## config.mk

```make
export PLATFORM = sky130hd
export DESIGN_NAME = fsr_core
export DESIGN_NICKNAME = d
export VERILOG_FILES = /design/src/core/fsr_pkg.sv /design/src/core/fsr_core.sv
export SDC_FILE = /design/constraint.sdc
export NUM_CORES = 1
export LEC_CHECK = 0
export ABC_AREA = 1
export BUFFER_PORTS_ARGS = -buffer_cell sky130_fd_sc_hd__buf_4
export CORE_UTILIZATION = 45
export CTS_CLUSTER_SIZE = 20
export DETAILED_ROUTE_END_ITERATION = 12
export GPL_ROUTABILITY_DRIVEN = 0
export HOLD_SLACK_MARGIN = 0.03
export REMOVE_ABC_BUFFERS = 1
export SYNTH_ARGS = -nofsm -noshare
export SYNTH_HDL_FRONTEND = slang
export SYNTH_SLANG_ARGS = --single-unit
```

## constraint.sdc

```tcl
create_clock -name clk_i -period 5.8 [get_ports clk_i]
set_input_delay 0 -clock clk_i [delete_from_list [all_inputs] [get_ports clk_i]]
set_output_delay 0 -clock clk_i [all_outputs]
set_load 0.01 [all_outputs]
```

## src/core/fsr_pkg.sv

```systemverilog
// Constants and types shared by the serial status-register front end
package fsr_pkg;

  // Clock of the block, in nanoseconds
  localparam int CLK_PERIOD_NS = 25;

  // Command codes seen on the serial input
  localparam logic [7:0] CMD_PD_EXIT = 8'hAB; // Leave power-down / id read
  localparam logic [7:0] CMD_PD_ENTER = 8'hB9; // Enter power-down
  localparam logic [7:0] CMD_WREN = 8'h06; // Write enable, both copies
  localparam logic [7:0] CMD_VWREN = 8'h50; // Write enable, volatile only
  localparam logic [7:0] CMD_RD_SR1 = 8'h05;
  localparam logic [7:0] CMD_RD_SR2 = 8'h35;
  localparam logic [7:0] CMD_RD_SR3 = 8'h15;
  localparam logic [7:0] CMD_WR_SR1 = 8'h01;
  localparam logic [7:0] CMD_WR_SR2 = 8'h31;
  localparam logic [7:0] CMD_WR_SR3 = 8'h11;
  localparam logic [7:0] CMD_RD_IND = 8'h65; // Indirect status read
  localparam logic [7:0] CMD_WR_IND = 8'h71; // Indirect status write

  // Indirect addresses of the five status registers
  localparam logic [7:0] ADDR_SR_ONE = 8'h01;
  localparam logic [7:0] ADDR_SR_TWO = 8'h02;
  localparam logic [7:0] ADDR_SR_THREE = 8'h03;
  localparam logic [7:0] ADDR_SR_FOUR = 8'h04;
  localparam logic [7:0] ADDR_SR_FIVE = 8'h05;

  // Field positions
  localparam int HOLD_ROLE_BIT = 7; // Status reg three: 1 = reset role
  localparam int QUAD_ENABLE_BIT = 1; // Status reg two: quad_enable_bit
  localparam int BUSY_BIT = 0; // Status reg one, live
  localparam int WEL_BIT = 1; // Status reg one, live

  // Stored copy after power-up, registers five..one
  localparam logic [39:0] NV_DEFAULT = 40'h00_0000_0000;

  // Identifier byte returned by the power-down exit command (arbitrary)
  localparam logic [7:0] ID_CODE = 8'h5A;

  // Stored-copy write time, then its cycle count
  localparam int T_NVW_NS = 2000;
  localparam logic [7:0] NVW_CYCLES = 8'(T_NVW_NS / CLK_PERIOD_NS);

  // Frame counters
  localparam logic [2:0] LAST_BIT = 3'h7;
  localparam logic [2:0] MAX_BYTES = 3'h7; // Byte count saturates here
  localparam logic [2:0] ID_BYTES = 3'h5; // Command, three dummy, id

  // Top-level states, one-hot
  typedef enum logic [2:0] {
    ST_LOAD = 3'h1, // Copy stored values into the flip-flops
    ST_RUN = 3'h2, // Normal serial operation
    ST_RST = 3'h4 // Held in reset by the shared pin
  } fsr_st_t;

  // Whole state of the block
  typedef struct packed {
    fsr_st_t st;
    logic sclk_s1, sclk_s2, sclk_d;
    logic cs_s1, cs_s2, cs_d;
    logic si_s1, si_s2;
    logic pin_s1, pin_s2;
    logic [4:0][7:0] vol; // Flip-flop status registers
    logic [4:0][7:0] nv; // Stored copy
    logic [2:0] bit_idx;
    logic [2:0] byte_cnt;
    logic [7:0] sh;
    logic [7:0] cmd;
    logic [7:0] d1;
    logic [7:0] d2;
    logic [7:0] out_sh;
    logic out_act;
    logic so;
    logic so_oe;
    logic paused;
    logic pd;
    logic wel;
    logic vwel;
    logic [7:0] busy_cnt;
  } fsr_state_t;

endpackage : fsr_pkg

```

## src/core/fsr_core.sv

```systemverilog
// Serial front end: framing, pause/reset pin and five status registers
`timescale 1ns/10ps

module fsr_core
  import fsr_pkg::*;
(
  input wire logic clk_i,
  input wire logic rst_i,
  input wire logic sclk_i, // Serial clock from the host
  input wire logic cs_n_i, // Chip select, active low
  input wire logic si_i, // Serial data in
  input wire logic hold_reset_n_i, // Shared pin level
  output logic data_line_three_o, // Shared pin drive value
  output logic data_line_three_oe_o, // Shared pin drive enable
  output logic so_o, // Serial data out
  output logic so_oe_o, // Serial out drive enable
  output logic paused_o, // Pause in effect
  output logic power_down_o, // Power-down mode
  output logic in_reset_o // Held in reset by the shared pin
);

  // Registered state and its next value
  fsr_state_t s_reg;
  fsr_state_t s_next;

  // Edges and pin roles seen by the logic
  logic sclk_rise;
  logic sclk_fall;
  logic cs_rise;
  logic hold_act;
  logic rst_act;
  logic [7:0] new_byte;

  // Direct read command to register address, zero if none
  function automatic logic [7:0] rd_addr(input logic [7:0] c);
    case (c)
      CMD_RD_SR1: rd_addr = ADDR_SR_ONE;
      CMD_RD_SR2: rd_addr = ADDR_SR_TWO;
      CMD_RD_SR3: rd_addr = ADDR_SR_THREE;
      default: rd_addr = 8'h00; // No direct path to four, five
    endcase
  endfunction : rd_addr

  // Direct write command to register address, zero if none
  function automatic logic [7:0] wr_addr(input logic [7:0] c);
    case (c)
      CMD_WR_SR1: wr_addr = ADDR_SR_ONE;
      CMD_WR_SR2: wr_addr = ADDR_SR_TWO;
      CMD_WR_SR3: wr_addr = ADDR_SR_THREE;
      default: wr_addr = 8'h00;
    endcase
  endfunction : wr_addr

  // Address in range one to five
  function automatic logic addr_ok(input logic [7:0] a);
    addr_ok = (a >= ADDR_SR_ONE) && (a <= ADDR_SR_FIVE);
  endfunction : addr_ok

  // Register read; busy and enable show live in register one
  function automatic logic [7:0] sr_read(input logic [4:0][7:0] v,
                                         input logic [7:0] a,
                                         input logic busy,
                                         input logic wel);
    logic [7:0] val;
    val = 8'h00;
    if (addr_ok(a)) begin
      val = v[a[2:0] - 3'h1];
    end
    if (a == ADDR_SR_ONE) begin
      val[BUSY_BIT] = busy;
      val[WEL_BIT] = wel;
    end
    sr_read = val; // Out of range reads zero
  endfunction : sr_read

  // Edge detect on the second synchroniser stage only
  assign sclk_rise = s_reg.sclk_s2 & ~s_reg.sclk_d;
  assign sclk_fall = ~s_reg.sclk_s2 & s_reg.sclk_d;
  assign cs_rise = s_reg.cs_s2 & ~s_reg.cs_d;
  assign new_byte = {s_reg.sh[6:0], s_reg.si_s2};
  // Pin role: quad mode turns both roles off
  assign hold_act = ~s_reg.vol[2][HOLD_ROLE_BIT] &
                    ~s_reg.vol[1][QUAD_ENABLE_BIT] & ~s_reg.pin_s2;
  assign rst_act = s_reg.vol[2][HOLD_ROLE_BIT] &
                   ~s_reg.vol[1][QUAD_ENABLE_BIT] & ~s_reg.pin_s2;

  // Next-state logic
  always_comb begin
    logic wr_go;
    logic [2:0] wr_idx;
    logic [7:0] wr_data;
    logic [7:0] c;
    logic [7:0] a;
    logic [2:0] nc;
    wr_go = 1'b0;
    wr_idx = 3'h0;
    wr_data = 8'h00;
    c = 8'h00;
    a = 8'h00;
    nc = 3'h0;
    s_next = s_reg;
    // Two-stage synchronisers for every pin
    s_next.sclk_s1 = sclk_i;
    s_next.sclk_s2 = s_reg.sclk_s1;
    s_next.sclk_d = s_reg.sclk_s2;
    s_next.cs_s1 = cs_n_i;
    s_next.cs_s2 = s_reg.cs_s1;
    s_next.cs_d = s_reg.cs_s2;
    s_next.si_s1 = si_i;
    s_next.si_s2 = s_reg.si_s1;
    s_next.pin_s1 = hold_reset_n_i;
    s_next.pin_s2 = s_reg.pin_s1;
    // Stored-copy write timer
    if (s_reg.busy_cnt != 8'h00) begin
      s_next.busy_cnt = s_reg.busy_cnt - 8'h01;
    end
    case (s_reg.st)
      ST_LOAD: begin
        // Power-up copy into the flip-flops
        s_next.vol = s_reg.nv;
        s_next.st = ST_RUN;
      end
      ST_RST: begin
        // Flip-flops lose their contents and reload; no frame runs
        s_next.vol = s_reg.nv;
        s_next.bit_idx = 3'h0;
        s_next.byte_cnt = 3'h0;
        s_next.out_act = 1'b0;
        s_next.so_oe = 1'b0;
        s_next.paused = 1'b0;
        s_next.pd = 1'b0;
        s_next.wel = 1'b0;
        s_next.vwel = 1'b0;
        if (s_reg.pin_s2) begin
          s_next.st = ST_RUN;
        end
      end
      ST_RUN: begin
        if (rst_act) begin
          // Pin reset drops the frame in flight
          s_next.st = ST_RST;
          s_next.so_oe = 1'b0;
          s_next.out_act = 1'b0;
        end else if (s_reg.cs_s2) begin
          // Deselected: commands take effect on the rising select
          if (cs_rise && s_reg.bit_idx == 3'h0) begin
            case (s_reg.cmd)
              CMD_PD_EXIT: begin
                // Bare command or a complete id read
                if (s_reg.byte_cnt == 3'h1 ||
                    s_reg.byte_cnt >= ID_BYTES) begin
                  s_next.pd = 1'b0;
                end
              end
              CMD_PD_ENTER: begin
                if (s_reg.byte_cnt == 3'h1) begin
                  s_next.pd = 1'b1;
                end
              end
              CMD_WREN: begin
                if (s_reg.byte_cnt == 3'h1 && !s_reg.pd) begin
                  s_next.wel = 1'b1;
                  s_next.vwel = 1'b0;
                end
              end
              CMD_VWREN: begin
                if (s_reg.byte_cnt == 3'h1 && !s_reg.pd) begin
                  s_next.vwel = 1'b1;
                  s_next.wel = 1'b0;
                end
              end
              CMD_WR_IND: begin
                // Address byte then data byte
                if (s_reg.byte_cnt == 3'h3 && addr_ok(s_reg.d1)) begin
                  wr_go = 1'b1;
                  wr_idx = s_reg.d1[2:0] - 3'h1;
                  wr_data = s_reg.d2;
                end
              end
              default: begin
                a = wr_addr(s_reg.cmd); // Direct write target, if any
                if (a != 8'h00 && s_reg.byte_cnt == 3'h2) begin
                  wr_go = 1'b1;
                  wr_idx = a[2:0] - 3'h1;
                  wr_data = s_reg.d1;
                end
              end
            endcase
          end
          // Select high ends any pause
          s_next.bit_idx = 3'h0;
          s_next.byte_cnt = 3'h0;
          s_next.out_act = 1'b0;
          s_next.so_oe = 1'b0;
          s_next.paused = 1'b0;
        end else begin
          // Pause follows the pin only at falling clock edges
          if (sclk_fall) begin
            s_next.paused = hold_act;
            if (hold_act) begin
              s_next.so_oe = 1'b0;
            end else if (s_reg.out_act) begin
              // Mode 0: next bit goes out on the falling edge; the edge
              // that ends a pause shifts too, standing in for the one
              // swallowed when the pause began, so no bit repeats
              s_next.so = s_reg.out_sh[7];
              s_next.out_sh = {s_reg.out_sh[6:0], 1'b0};
              s_next.so_oe = 1'b1;
            end
          end
          // Input bits are taken on rising edges unless paused
          if (sclk_rise && !s_reg.paused) begin
            s_next.sh = new_byte;
            s_next.bit_idx = s_reg.bit_idx + 3'h1;
            if (s_reg.bit_idx == LAST_BIT) begin
              nc = (s_reg.byte_cnt == MAX_BYTES) ? s_reg.byte_cnt :
                   s_reg.byte_cnt + 3'h1;
              s_next.byte_cnt = nc;
              c = (s_reg.byte_cnt == 3'h0) ? new_byte : s_reg.cmd;
              case (s_reg.byte_cnt)
                3'h0: s_next.cmd = new_byte;
                3'h1: s_next.d1 = new_byte;
                3'h2: s_next.d2 = new_byte;
                default: s_next.d2 = s_reg.d2;
              endcase
              // Load the next output byte; repeats until select rises
              if (s_reg.pd && c != CMD_PD_EXIT) begin
                s_next.out_act = 1'b0; // Sleeping: only wake command
              end else if (rd_addr(c) != 8'h00) begin
                s_next.out_act = 1'b1;
                s_next.out_sh = sr_read(s_reg.vol, rd_addr(c),
                                        s_reg.busy_cnt != 8'h00,
                                        s_reg.wel | s_reg.vwel);
              end else if (c == CMD_RD_IND && nc >= 3'h2) begin
                a = (nc == 3'h2) ? new_byte : s_reg.d1;
                s_next.out_act = 1'b1;
                s_next.out_sh = sr_read(s_reg.vol, a,
                                        s_reg.busy_cnt != 8'h00,
                                        s_reg.wel | s_reg.vwel);
              end else if (c == CMD_PD_EXIT && nc >= 3'h4) begin
                // Id goes out in clocks 33 to 40
                s_next.out_act = 1'b1;
                s_next.out_sh = ID_CODE;
              end
            end
          end
        end
      end
      default: s_next.st = ST_LOAD;
    endcase
    // Status write; busy rejects a second stored-copy write
    if (wr_go && (s_reg.wel || s_reg.vwel) && !s_reg.pd &&
        s_reg.busy_cnt == 8'h00) begin
      s_next.vol[wr_idx] = wr_data;
      if (s_reg.wel) begin
        s_next.nv[wr_idx] = wr_data;
        s_next.busy_cnt = NVW_CYCLES;
      end
      s_next.wel = 1'b0;
      s_next.vwel = 1'b0;
    end
  end

  // State register; stored copy starts from its power-up value
  always_ff @(posedge clk_i or posedge rst_i) begin
    if (rst_i) begin
      s_reg <= '0;
      s_reg.st <= ST_LOAD;
      s_reg.nv <= NV_DEFAULT;
      s_reg.cs_s1 <= 1'b1;
      s_reg.cs_s2 <= 1'b1;
      s_reg.cs_d <= 1'b1;
      s_reg.pin_s1 <= 1'b1;
      s_reg.pin_s2 <= 1'b1;
    end else begin
      s_reg <= s_next;
    end
  end

  // Outputs straight from the state; this port only drives single SPI
  assign so_o = s_reg.so;
  assign so_oe_o = s_reg.so_oe;
  assign paused_o = s_reg.paused;
  assign power_down_o = s_reg.pd;
  assign in_reset_o = s_reg.st[2];
  assign data_line_three_o = s_reg.sh[0] & 1'b0;
  assign data_line_three_oe_o = s_reg.out_act & 1'b0;
endmodule : fsr_core

```

# Word-level counts from Yosys, hierarchy flattened
# Index checks and enable logic that the tools add are counted.
[op_classes]
n_eq_ne = 47
mul = 0
n_reduce_logical = 45
addsub = 7
n_div = 0
shifts = 0
magnitude_cmp = 13
bitwise = 17
muxes = 109
[op_table]
columns = ["cell", "n"]
rows = [
  ["two-way mux 8 bit", 48],
  ["two-way mux 40 bit", 3],
  ["bitwise mux 40 bit", 2],
  ["two-way mux 80 bit", 1],
  ["binary-select mux 8 bit (select 3 bit)", 2],
  ["two-way mux 47 bit", 1],
  ["two-way mux 46 bit", 1],
  ["two-way mux 3 bit", 12],
  ["two-way mux 33 bit", 1],
  ["two-way mux 9 bit", 3],
  ["demux 8 bit (select 3 bit)", 1],
  ["equality test 8 x 1 -> 1 bit (second input constant)", 3],
  ["equality test 8 x 7 -> 1 bit (second input constant)", 3],
  ["equality test 8 bit (second input constant)", 3],
  ["greater-or-equal comparator 8 x 1 -> 1 bit (second input constant)", 3],
  ["<= comparator 8 x 3 -> 1 bit (second input constant)", 3],
  ["!= test 3 bit (second input constant)", 8],
  ["nonzero test 8 bit", 3],
  ["!= test 4 bit (second input constant)", 5],
  ["AND reduction 6 bit", 3],
  ["equality test 8 x 3 -> 1 bit (second input constant)", 2],
  ["equality test 8 x 5 -> 1 bit (second input constant)", 2],
  ["equality test 8 x 6 -> 1 bit (second input constant)", 2],
  ["one-hot mux 8 bit (2 select lines)", 1],
  ["other kinds (46)", 122],
]
[word_totals]
ff_bits = 154
elab_cells = 274
rom_bits = 0
mem_count = 0
latchBits = 0
ram_bits = 0
output_inout_bits = 7

# Longest topological paths before layout
# Gate-level depths: netlist (run 1).
[logic_depth]
ltp_word = 33
depth_mapped = 20
mapped_depth_nobuf = 19

# Worst setup path before layout (run 1)
# Ideal clock, no wire load.
[synth_path]
kind = "reg-to-reg"
start = "register s_reg[55] (netlist bit)"
end = "register s_reg[17] (netlist bit)"
setup_slack_ps = 2990
stages_incl_launch_ff = 18
setup_time_ps = 116
arrival_ps = 2694
path_cell_list = "dfrtp_1 -> inv_1 -> ha_1 -> buf_2 -> nand2_4 -> o21ai_1 -> nor2_4 -> nand2_2 -> inv_2 -> buf_4 -> ha_1 -> clkinv_1 -> a21oi_1 -> o21ai_0 -> nand3_1 -> nand3b_1 -> nand2_1 -> nand2_1"
[synth_between]
elab_chain_len = 22
word_cells_on_any_way = 59
classes_between = "add/sub: 3; order compare: 6; eq/ne: 8; mux: 35; reduce/logical: 7"
[synth_lines]
columns = ["element", "line", "source"]
rows = [
  ["start, declared", "fsr_core.sv:23", "fsr_state_t s_reg;"],
  ["start signal, assigned", "fsr_core.sv:276", "s_reg <= s_next;"],
  ["logical NOT 3 bit", "fsr_core.sv:219", "c = (s_reg.byte_cnt == 3'h0) ? new_byte : s_reg.cmd;"],
  ["two-way mux 8 bit", "--", ""],
  ["equality test 8 x 5 -> 1 bit, or another cell as far along", "fsr_core.sv:36", "case (c)"],
  ["one-hot mux 2 bit (3 select lines)", "fsr_core.sv:36", ""],
  ["two-way mux 8 bit", "fsr_core.sv:229", "end else if (rd_addr(c) != 8'h00) begin"],
  ["two-way mux 8 bit", "fsr_core.sv:227", "if (s_reg.pd && c != CMD_PD_EXIT) begin"],
  ["two-way mux 8 bit", "fsr_core.sv:215", "if (s_reg.bit_idx == LAST_BIT) begin"],
  ["two-way mux 8 bit", "fsr_core.sv:212", "if (sclk_rise && !s_reg.paused) begin"],
  ["[... 5 more ...]", "--", ""],
  ["two-way mux 8 bit (not written as such)", "fsr_core.sv:67", "val = v[a[2:0] - 3'h1];"],
  ["two-way mux 8 bit", "fsr_core.sv:66", "if (addr_ok(a)) begin"],
  ["two-way mux 8 bit (2 in series)", "--", ""],
  ["two-way mux 8 bit", "fsr_core.sv:117", "case (s_reg.st)"],
  ["two-way mux 9 bit", "fsr_core.sv:229", ""],
  ["two-way mux 8 bit (*)", "fsr_core.sv:227", ""],
  ["two-way mux 33 bit (*)", "fsr_core.sv:215", ""],
  ["two-way mux 47 bit (*)", "fsr_core.sv:212", ""],
]
# Mark *: on every way between the ends. The rest lies on a longest branch, timed or not. The select of a mux whose other input is x is not followed.
# A chain may end at the register's enable or synchronous reset.

# Final worst setup path (run 1)
# Ends and elaborated chain as after synthesis.

==> flow_summary.toml, run 1 <==
[power_and_ir_drop]
p_comb_share_pct = 10.7
p_sw_share_pct = 26.6
ir_drop_v = 0.000168
leakage_nw = 4.83
seqPwrFrac_pct = 44.0
intPower_mw = 1.84
switchingPower_uw = 667
clockPowerShare_pct = 45.3
power_density_mw_per_mm2 = 252

[placement]
hpwl_um = 17000
dp_slack_ns = 2.44
placed_cell_area_mm2 = 0.00932
io_buffers = 10

[cells_and_area]
num_antenna_cells = 0
design_area_mm2 = 0.00996
fin_nets = 1243
drive_gt1_share_pct = 10.9
syn_to_final_growth_pct = 8.76
fillers = 1926
final_cell_mix = "nand2_1 (413), dfrtp_1 (147), inv_1 (126)"
final_common_cell = "nand2_1"

[outcome]
status = "finished, final reports clean"

[clock_tree]
cts.clk_slew.worst_paths_ns = 0.06
clock_latency_ns = 0.43
cts_tree = "done"
clock_sinks = 153
ctsRootBufferMaster = "clkbuf_16"
cts-htree-levels = 4
cts_setup_buffers = 0
cts-buffers-inserted = 17
clockBufferDepth = 2

[logic_synthesis]
synthCells = 1225
synth_area_mm2 = 0.00916
yosysUniqueCellTypes = 49
ys_warn_count = 0
avgSynthCellArea_um2 = 7.48
yosysSeqAreaShare_pct = 41.9
ys_ff_latch = 153

[critical_path]
crit_path_start_kind = "flip-flop"
critical_path_class = "reg2reg"
critPathMaxFanout = 19
worstSetupEndpoint = "s_reg[17]"
r2r_setup_slack_ns = 2.38
worstPathRequired_ns = 6.12
reg2reg_depth = 15
endpoint_kind = "flip-flop"
crit_start = "s_reg[55]"
cp.arrival_ns = 3.74
r2r_start = "s_reg[55]"
rr_endpoint = "s_reg[17]"

[global_route]
grt_antenna_before_repair = 0
grt_overflow = 0
grt_pass1_wl_um = 39600
grt_pass1_vias = 7389
grt_start_max_net_pins = 90
grt_usage_pct = 24.9

[timing]
hold-worst-slack_ns = 0.209
rsz0062_at_grt = "no"
skew_ns = 0.0104
finalSetupViolCount = 0
hold_viol = 0
finalCriticalPeriod_ns = 3.42
worstMarginPinSlew_ns = 1.07
tns_ns = 0
period_share_pct = 58.9
setup_ws_ns = 2.38
slew_viol_final = 0
slew_headroom_pct = 28.5
fmax_ghz = 0.293

[route]
drt_iter0_markers = 633
dr.pass1.iters = 5
num_vias = 7872
ant_nets = 0
avgRoutedWirePerCell_um = 16.0
finalWirelength_um = 24000
vias_per_cell = 5.26
drc_errors = 0

[die]
io_pins = 13
start_util_pct = 46.4
die-area_mm2 = 0.0209
dieWidth_um = 145
coreArea_mm2 = 0.0197
num_rows = 51
die_h_um = 145

[hold_path]
hp-class = "in2reg"

[job]
drv.max_cap_violation_count = 0
## per-stage QoR
step	cells	utilization (%)	total power, mW
3_3_place_gp	1461	47.3	1.38
5_1_grt	1498	50.5	2.61
3_5_place_dp	1461	47.3	1.39
4_1_cts	1498	50.5	2.53
6_report	1498	50.5	2.51
2_1_floorplan	1182	-	1.31
## cell usage after synthesis, drive strengths merged
cell type | count | area share (%)
o41ai | 2 | 0.19
dfrtp | 147 | 40
o21ai | 150 | 8.6
nor3 | 12 | 0.77
o21a | 1 | 0.082
o221ai | 1 | 0.096
buf | 28 | 2.4
nand3b | 5 | 0.45
o32ai | 1 | 0.096
or3 | 1 | 0.068
dfstp | 6 | 1.7
o31ai | 2 | 0.16
a21oi | 15 | 0.86
mux2i | 10 | 1.1
clkbuf | 16 | 0.66
a211oi | 1 | 0.082
or2 | 1 | 0.068
and2 | 1 | 0.096
nand4 | 26 | 1.8
ha | 17 | 2.3
a22o | 1 | 0.096
o211ai | 11 | 0.90
o22ai | 1 | 0.068
conb | 1 | 0.041
inv | 143 | 5.9
xor2 | 3 | 0.29
nor2 | 68 | 4.3
nand2 | 432 | 19
a22oi | 1 | 0.082
clkinv | 4 | 0.19
nand3 | 117 | 7.7
## cells by family after synthesis
family          after synthesis  synth area share [%]
fa+ha+maj                    17                  2.32
flops                       153                  41.9
simple gates                663                  33.9
buf+inv                     191                  9.20
other cells                   1                0.0409
mux                          10                  1.09
compound gates              187                  11.3
xor+xnor                      3                 0.287
## power groups by stage
stage / registers (mW) / clock network (mW) / logic (mW)
floorplan: 1.12 / 0 / 0.191
global placement: 1.12 / 0 / 0.262
detailed placement: 1.12 / 0 / 0.265
CTS: 1.10 / 1.16 / 0.269
global route: 1.11 / 1.20 / 0.304
finish: 1.10 / 1.14 / 0.267
## final cells by class
cell class,instances,area [µm²],share of cell area (%)
multi-input combinational,882,4480,45.0
sequential,153,3840,38.5
inverter,147,564,5.67
clock buffer,20,437,4.38
tap,265,332,3.33
timing repair buffer,19,155,1.56
clock inverter,12,153,1.53
## worst min path at each step
| stage | start | endpoint | slack [ns] | cells after the start |
|---|---|---|---|---|
| after floorplan | hold_reset_n_i | s_next[141] | 0.004 | 0 |
| after global placement | hold_reset_n_i | s_next[141] | 0.11 | 1 |
| after detailed placement | si_i | s_next[143] | 0.11 | 1 |
| after CTS | si_i | s_next[143] | 0.20 | 2 |
| after global routing | cs_n_i | s_next[146] | 0.21 | 2 |
| final | sclk_i | s_next[149] | 0.21 | 2 |
## routing by layer
layer | GRT usage, % | part of all wire (%) | vias up
met5 | 0 | 0 | -
li1 | - | - | 3948
met2 | 39.1 | 45 | 182
met3 | 4.08 | 4.8 | 25
met1 | 35.7 | 49 | 3717
met4 | 6.20 | 1.3 | 0
## worst max-delay path, cell delays in order, from the launching register on
cell and delay (ns):
dfrtp_1 0.44, inv_1 0.16, ha_1 0.34, nand2_4 0.13
o21ai_1 0.31, nor2_4 0.10, nand2_2 0.29, inv_2 0.19
ha_1 0.45, clkinv_1 0.31, a21oi_1 0.20, o21ai_0 0.10
nand3_1 0.11, nand3b_1 0.09, nand2_1 0.06, nand2_1 0.05
## what timing repair did
action / 4_1_cts / 5_1_grt
hold buffers: 5 / 0
gates resized for setup: 0 / 0
hold endpoints to repair: 92 / 0
No activity file was read; power rests on OpenSTA's default activity.
==> inputs of run 2 (changes only) <==
ABC_AREA = 0   (was 1)
clock period = 3.45 ns   (was 5.8 ns; I/O delays follow)
==> flow_summary.toml, run 2 <==
[outcome]
status = "finished, final reports clean"

[power_and_ir_drop]
switchingPower_uw = 951
p_sw_share_pct = 23.2
intPower_mw = 3.15
power_density_mw_per_mm2 = 415
leakage_nw = 4.24
ir_drop_v = 0.000313
finalPower_mw = 4.10
clockPowerShare_pct = 48.1
p_comb_share_pct = 6.1
seqPwrFrac_pct = 45.8

[die]
dieWidth_um = 140
coreArea_mm2 = 0.0183
start_util_pct = 46.6
die_h_um = 140
num_rows = 49
io_pins = 13
die-area_mm2 = 0.0195

[cells_and_area]
post-route-util_pct = 54.1
drive_gt1_share_pct = 23.3
fillers = 1595
num_antenna_cells = 0
final_common_cell = "dfrtp_1"
fin_nets = 917
final_cell_mix = "dfrtp_1 (146), nand2_1 (89), nor2_1 (72)"
syn_to_final_growth_pct = 16.1

[timing]
rsz0062_at_grt = "yes"
period_share_pct = 96.7
finalCriticalPeriod_ns = 3.34
hold_viol = 0
fmax_ghz = 0.300
worstMarginPinSlew_ns = 0.799
skew_ns = 0.00767
finalSetupViolCount = 0
slew_headroom_pct = 46.7
slew_viol_final = 0

[hold_path]
hp-class = "in2reg"
min_from = "si_i"

[logic_synthesis]
synth_top_cell_area_share_pct = 43.2
synthTopCellsByArea = "dfrtp_1 (43%), mux2_2 (6.7%), mux2i_1 (5.1%)"
yosysMostFrequentCell = "dfrtp_1"
synthCells = 859
synthTopCellsByCount = "dfrtp_1 (147), nand2_1 (89), nor2_1 (73), a21oi_1 (54), mux2_2 (51)"
synth_area_mm2 = 0.00852
synthFlopType = "dfrtp_1"
ys_ff_latch = 153
synth-adder-area-share_pct = 2.50
synth_edf_count = 0
yosysUniqueCellTypes = 85
async_flop_share_pct = 100
ys_warn_count = 0
yosys-mux-area-fraction_pct = 14.2
yosysTopAreaCell = "dfrtp_1"
yosysSeqAreaShare_pct = 45.0
synth_top_family_by_area = "simple AND/OR/NAND/NOR gates"
yosys.area_share.simple_pct = 17.6
synth-compound-area-share_pct = 14.8
avgSynthCellArea_um2 = 9.92
synthXorXnorAreaFrac_pct = 1.34

[placement]
hpwl_um = 16100
io_buffers = 10

[route]
vias_per_cell = 5.99
finalWirelength_um = 22600
num_vias = 6804
ant_nets = 0
avgRoutedWirePerCell_um = 19.9
dr.pass1.iters = 5
drt_iter0_markers = 592
drc_errors = 0

[critical_path]
reg2reg_depth = 10
cp.arrival_ns = 3.67
r2r_start = "s_reg[45]"
endpoint_kind = "flip-flop"
worstSetupEndpoint = "s_reg[102]"
critical_path_class = "reg2reg"
crit_start = "s_reg[45]"
rr_endpoint = "s_reg[102]"
crit_path_start_kind = "flip-flop"
critPathMaxFanout = 16
r2r_setup_slack_ns = 0.11
worstPathRequired_ns = 3.79

[job]
drv.max_cap_violation_count = 0

[clock_tree]
clockBufferDepth = 2
clock_sinks = 153
cts_tree = "done"
ctsRootBufferMaster = "clkbuf_16"
clock_latency_ns = 0.43
cts-buffers-inserted = 17
cts.clk_slew.worst_paths_ns = 0.06
cts-htree-levels = 4

[global_route]
grt_pass1_vias = 6662
grt_antenna_before_repair = 0
grt_overflow = 0
grt_pass1_wl_um = 36200
grt_usage_pct = 24.1
grt_start_max_net_pins = 85
## run 2: changes by cell type in the layout (fill, tap and decap cells not counted), moves of 12 or more
cell and change:
a21oi_1 +38, buf_4 +46, inv_1 -88, inv_2 -13
mux2_2 +51, mux2i_1 +33, nand2_1 -324, nand3_1 -88
nand4_1 -20, nor2_1 +21, nor2_4 -12, nor4_1 +12
o21ai_0 -61, o21ai_1 -31
## run 2: per-stage QoR
stage               hold WS (ns)  setup TNS [ns]  instances  worst slack (ns)  instance area, µm²
finish                     0.223               0       1136             0.114                9890
global route               0.214         -0.0459       1136           -0.0379                9890
CTS                        0.207               0       1131            0.0276                9750
detailed placement         0.110          -0.115       1094            -0.104                9070
global placement           0.109               0       1094            0.0140                9070
floorplan                0.00448         -107.50        805             -1.23                8290
## run 2: worst min path at each step
stage / to / cells after the start
3_5_place_dp: s_next[149] / 1
2_1_floorplan: s_next[141] / 0
3_3_place_gp: s_next[141] / 1
5_1_grt: s_next[143] / 2
6_report: s_next[143] / 2
4_1_cts: s_next[146] / 2
## run 2: kinds of logic (layout without fill, tap and decap cells)
| group | count (synthesis) | in the layout |
|---|---|---|
| AO/OA/AOI/OAI | 191 | 191 |
| XOR/XNOR | 13 | 13 |
| adder cells (fa/ha/maj) | 17 | 17 |
| buffers and inverters | 95 | 142 |
| flip-flops | 153 | 153 |
| multiplexers | 103 | 103 |
| other | 1 | 2 |
| AND/OR/NAND/NOR | 286 | 286 |
## run 2: metal layers
metal,vias to the layer above,GRT usage [%],share of wire (%)
met5,-,0,0
met4,0,9.54,2.5
met3,45,4.06,4.4
met2,222,38.7,47
met1,3371,32.4,46
li1,3166,-,-
## run 2: power groups by stage
stage | combinational (mW) | sequential (mW) | clock [mW]
6_report | 0.250 | 1.88 | 1.97
5_1_grt | 0.279 | 1.88 | 2.09
4_1_cts | 0.243 | 1.88 | 2.01
3_5_place_dp | 0.237 | 1.91 | 0
3_3_place_gp | 0.229 | 1.91 | 0
2_1_floorplan | 0.148 | 1.89 | 0
## run 2: cell type report
| class | count | area (µm²) | share of cell area [%] |
|---|---|---|---|
| Clock inverter | 12 | 173 | 1.75 |
| Clock buffer | 20 | 447 | 4.52 |
| Sequential cell | 153 | 3840 | 38.8 |
| Inverter | 40 | 155 | 1.57 |
| Timing Repair Buffer | 70 | 574 | 5.81 |
| Tap cell | 229 | 287 | 2.90 |
| Multi-Input combinational cell | 612 | 4420 | 44.7 |
## run 2: critical path: stages (launching register included)
cell,delay (ns)
dfrtp_1,0.37
or3b_1,0.43
or4_1,0.47
ha_1,0.21
nor3b_1,0.20
o31ai_1,0.13
a21o_1,0.23
a21o_4,0.28
nor3_4,0.58
nor2_1,0.16
a21oi_1,0.18
## run 2: what timing repair did
action                     in CTS  in global routing
cloned                          0                  1
hold buffers                    5                  0
setup endpoints to repair       3                 36
hold endpoints to repair       87                  0
buffers inserted                0                  4
pin swaps                       0                  4
resized for setup               5                 23
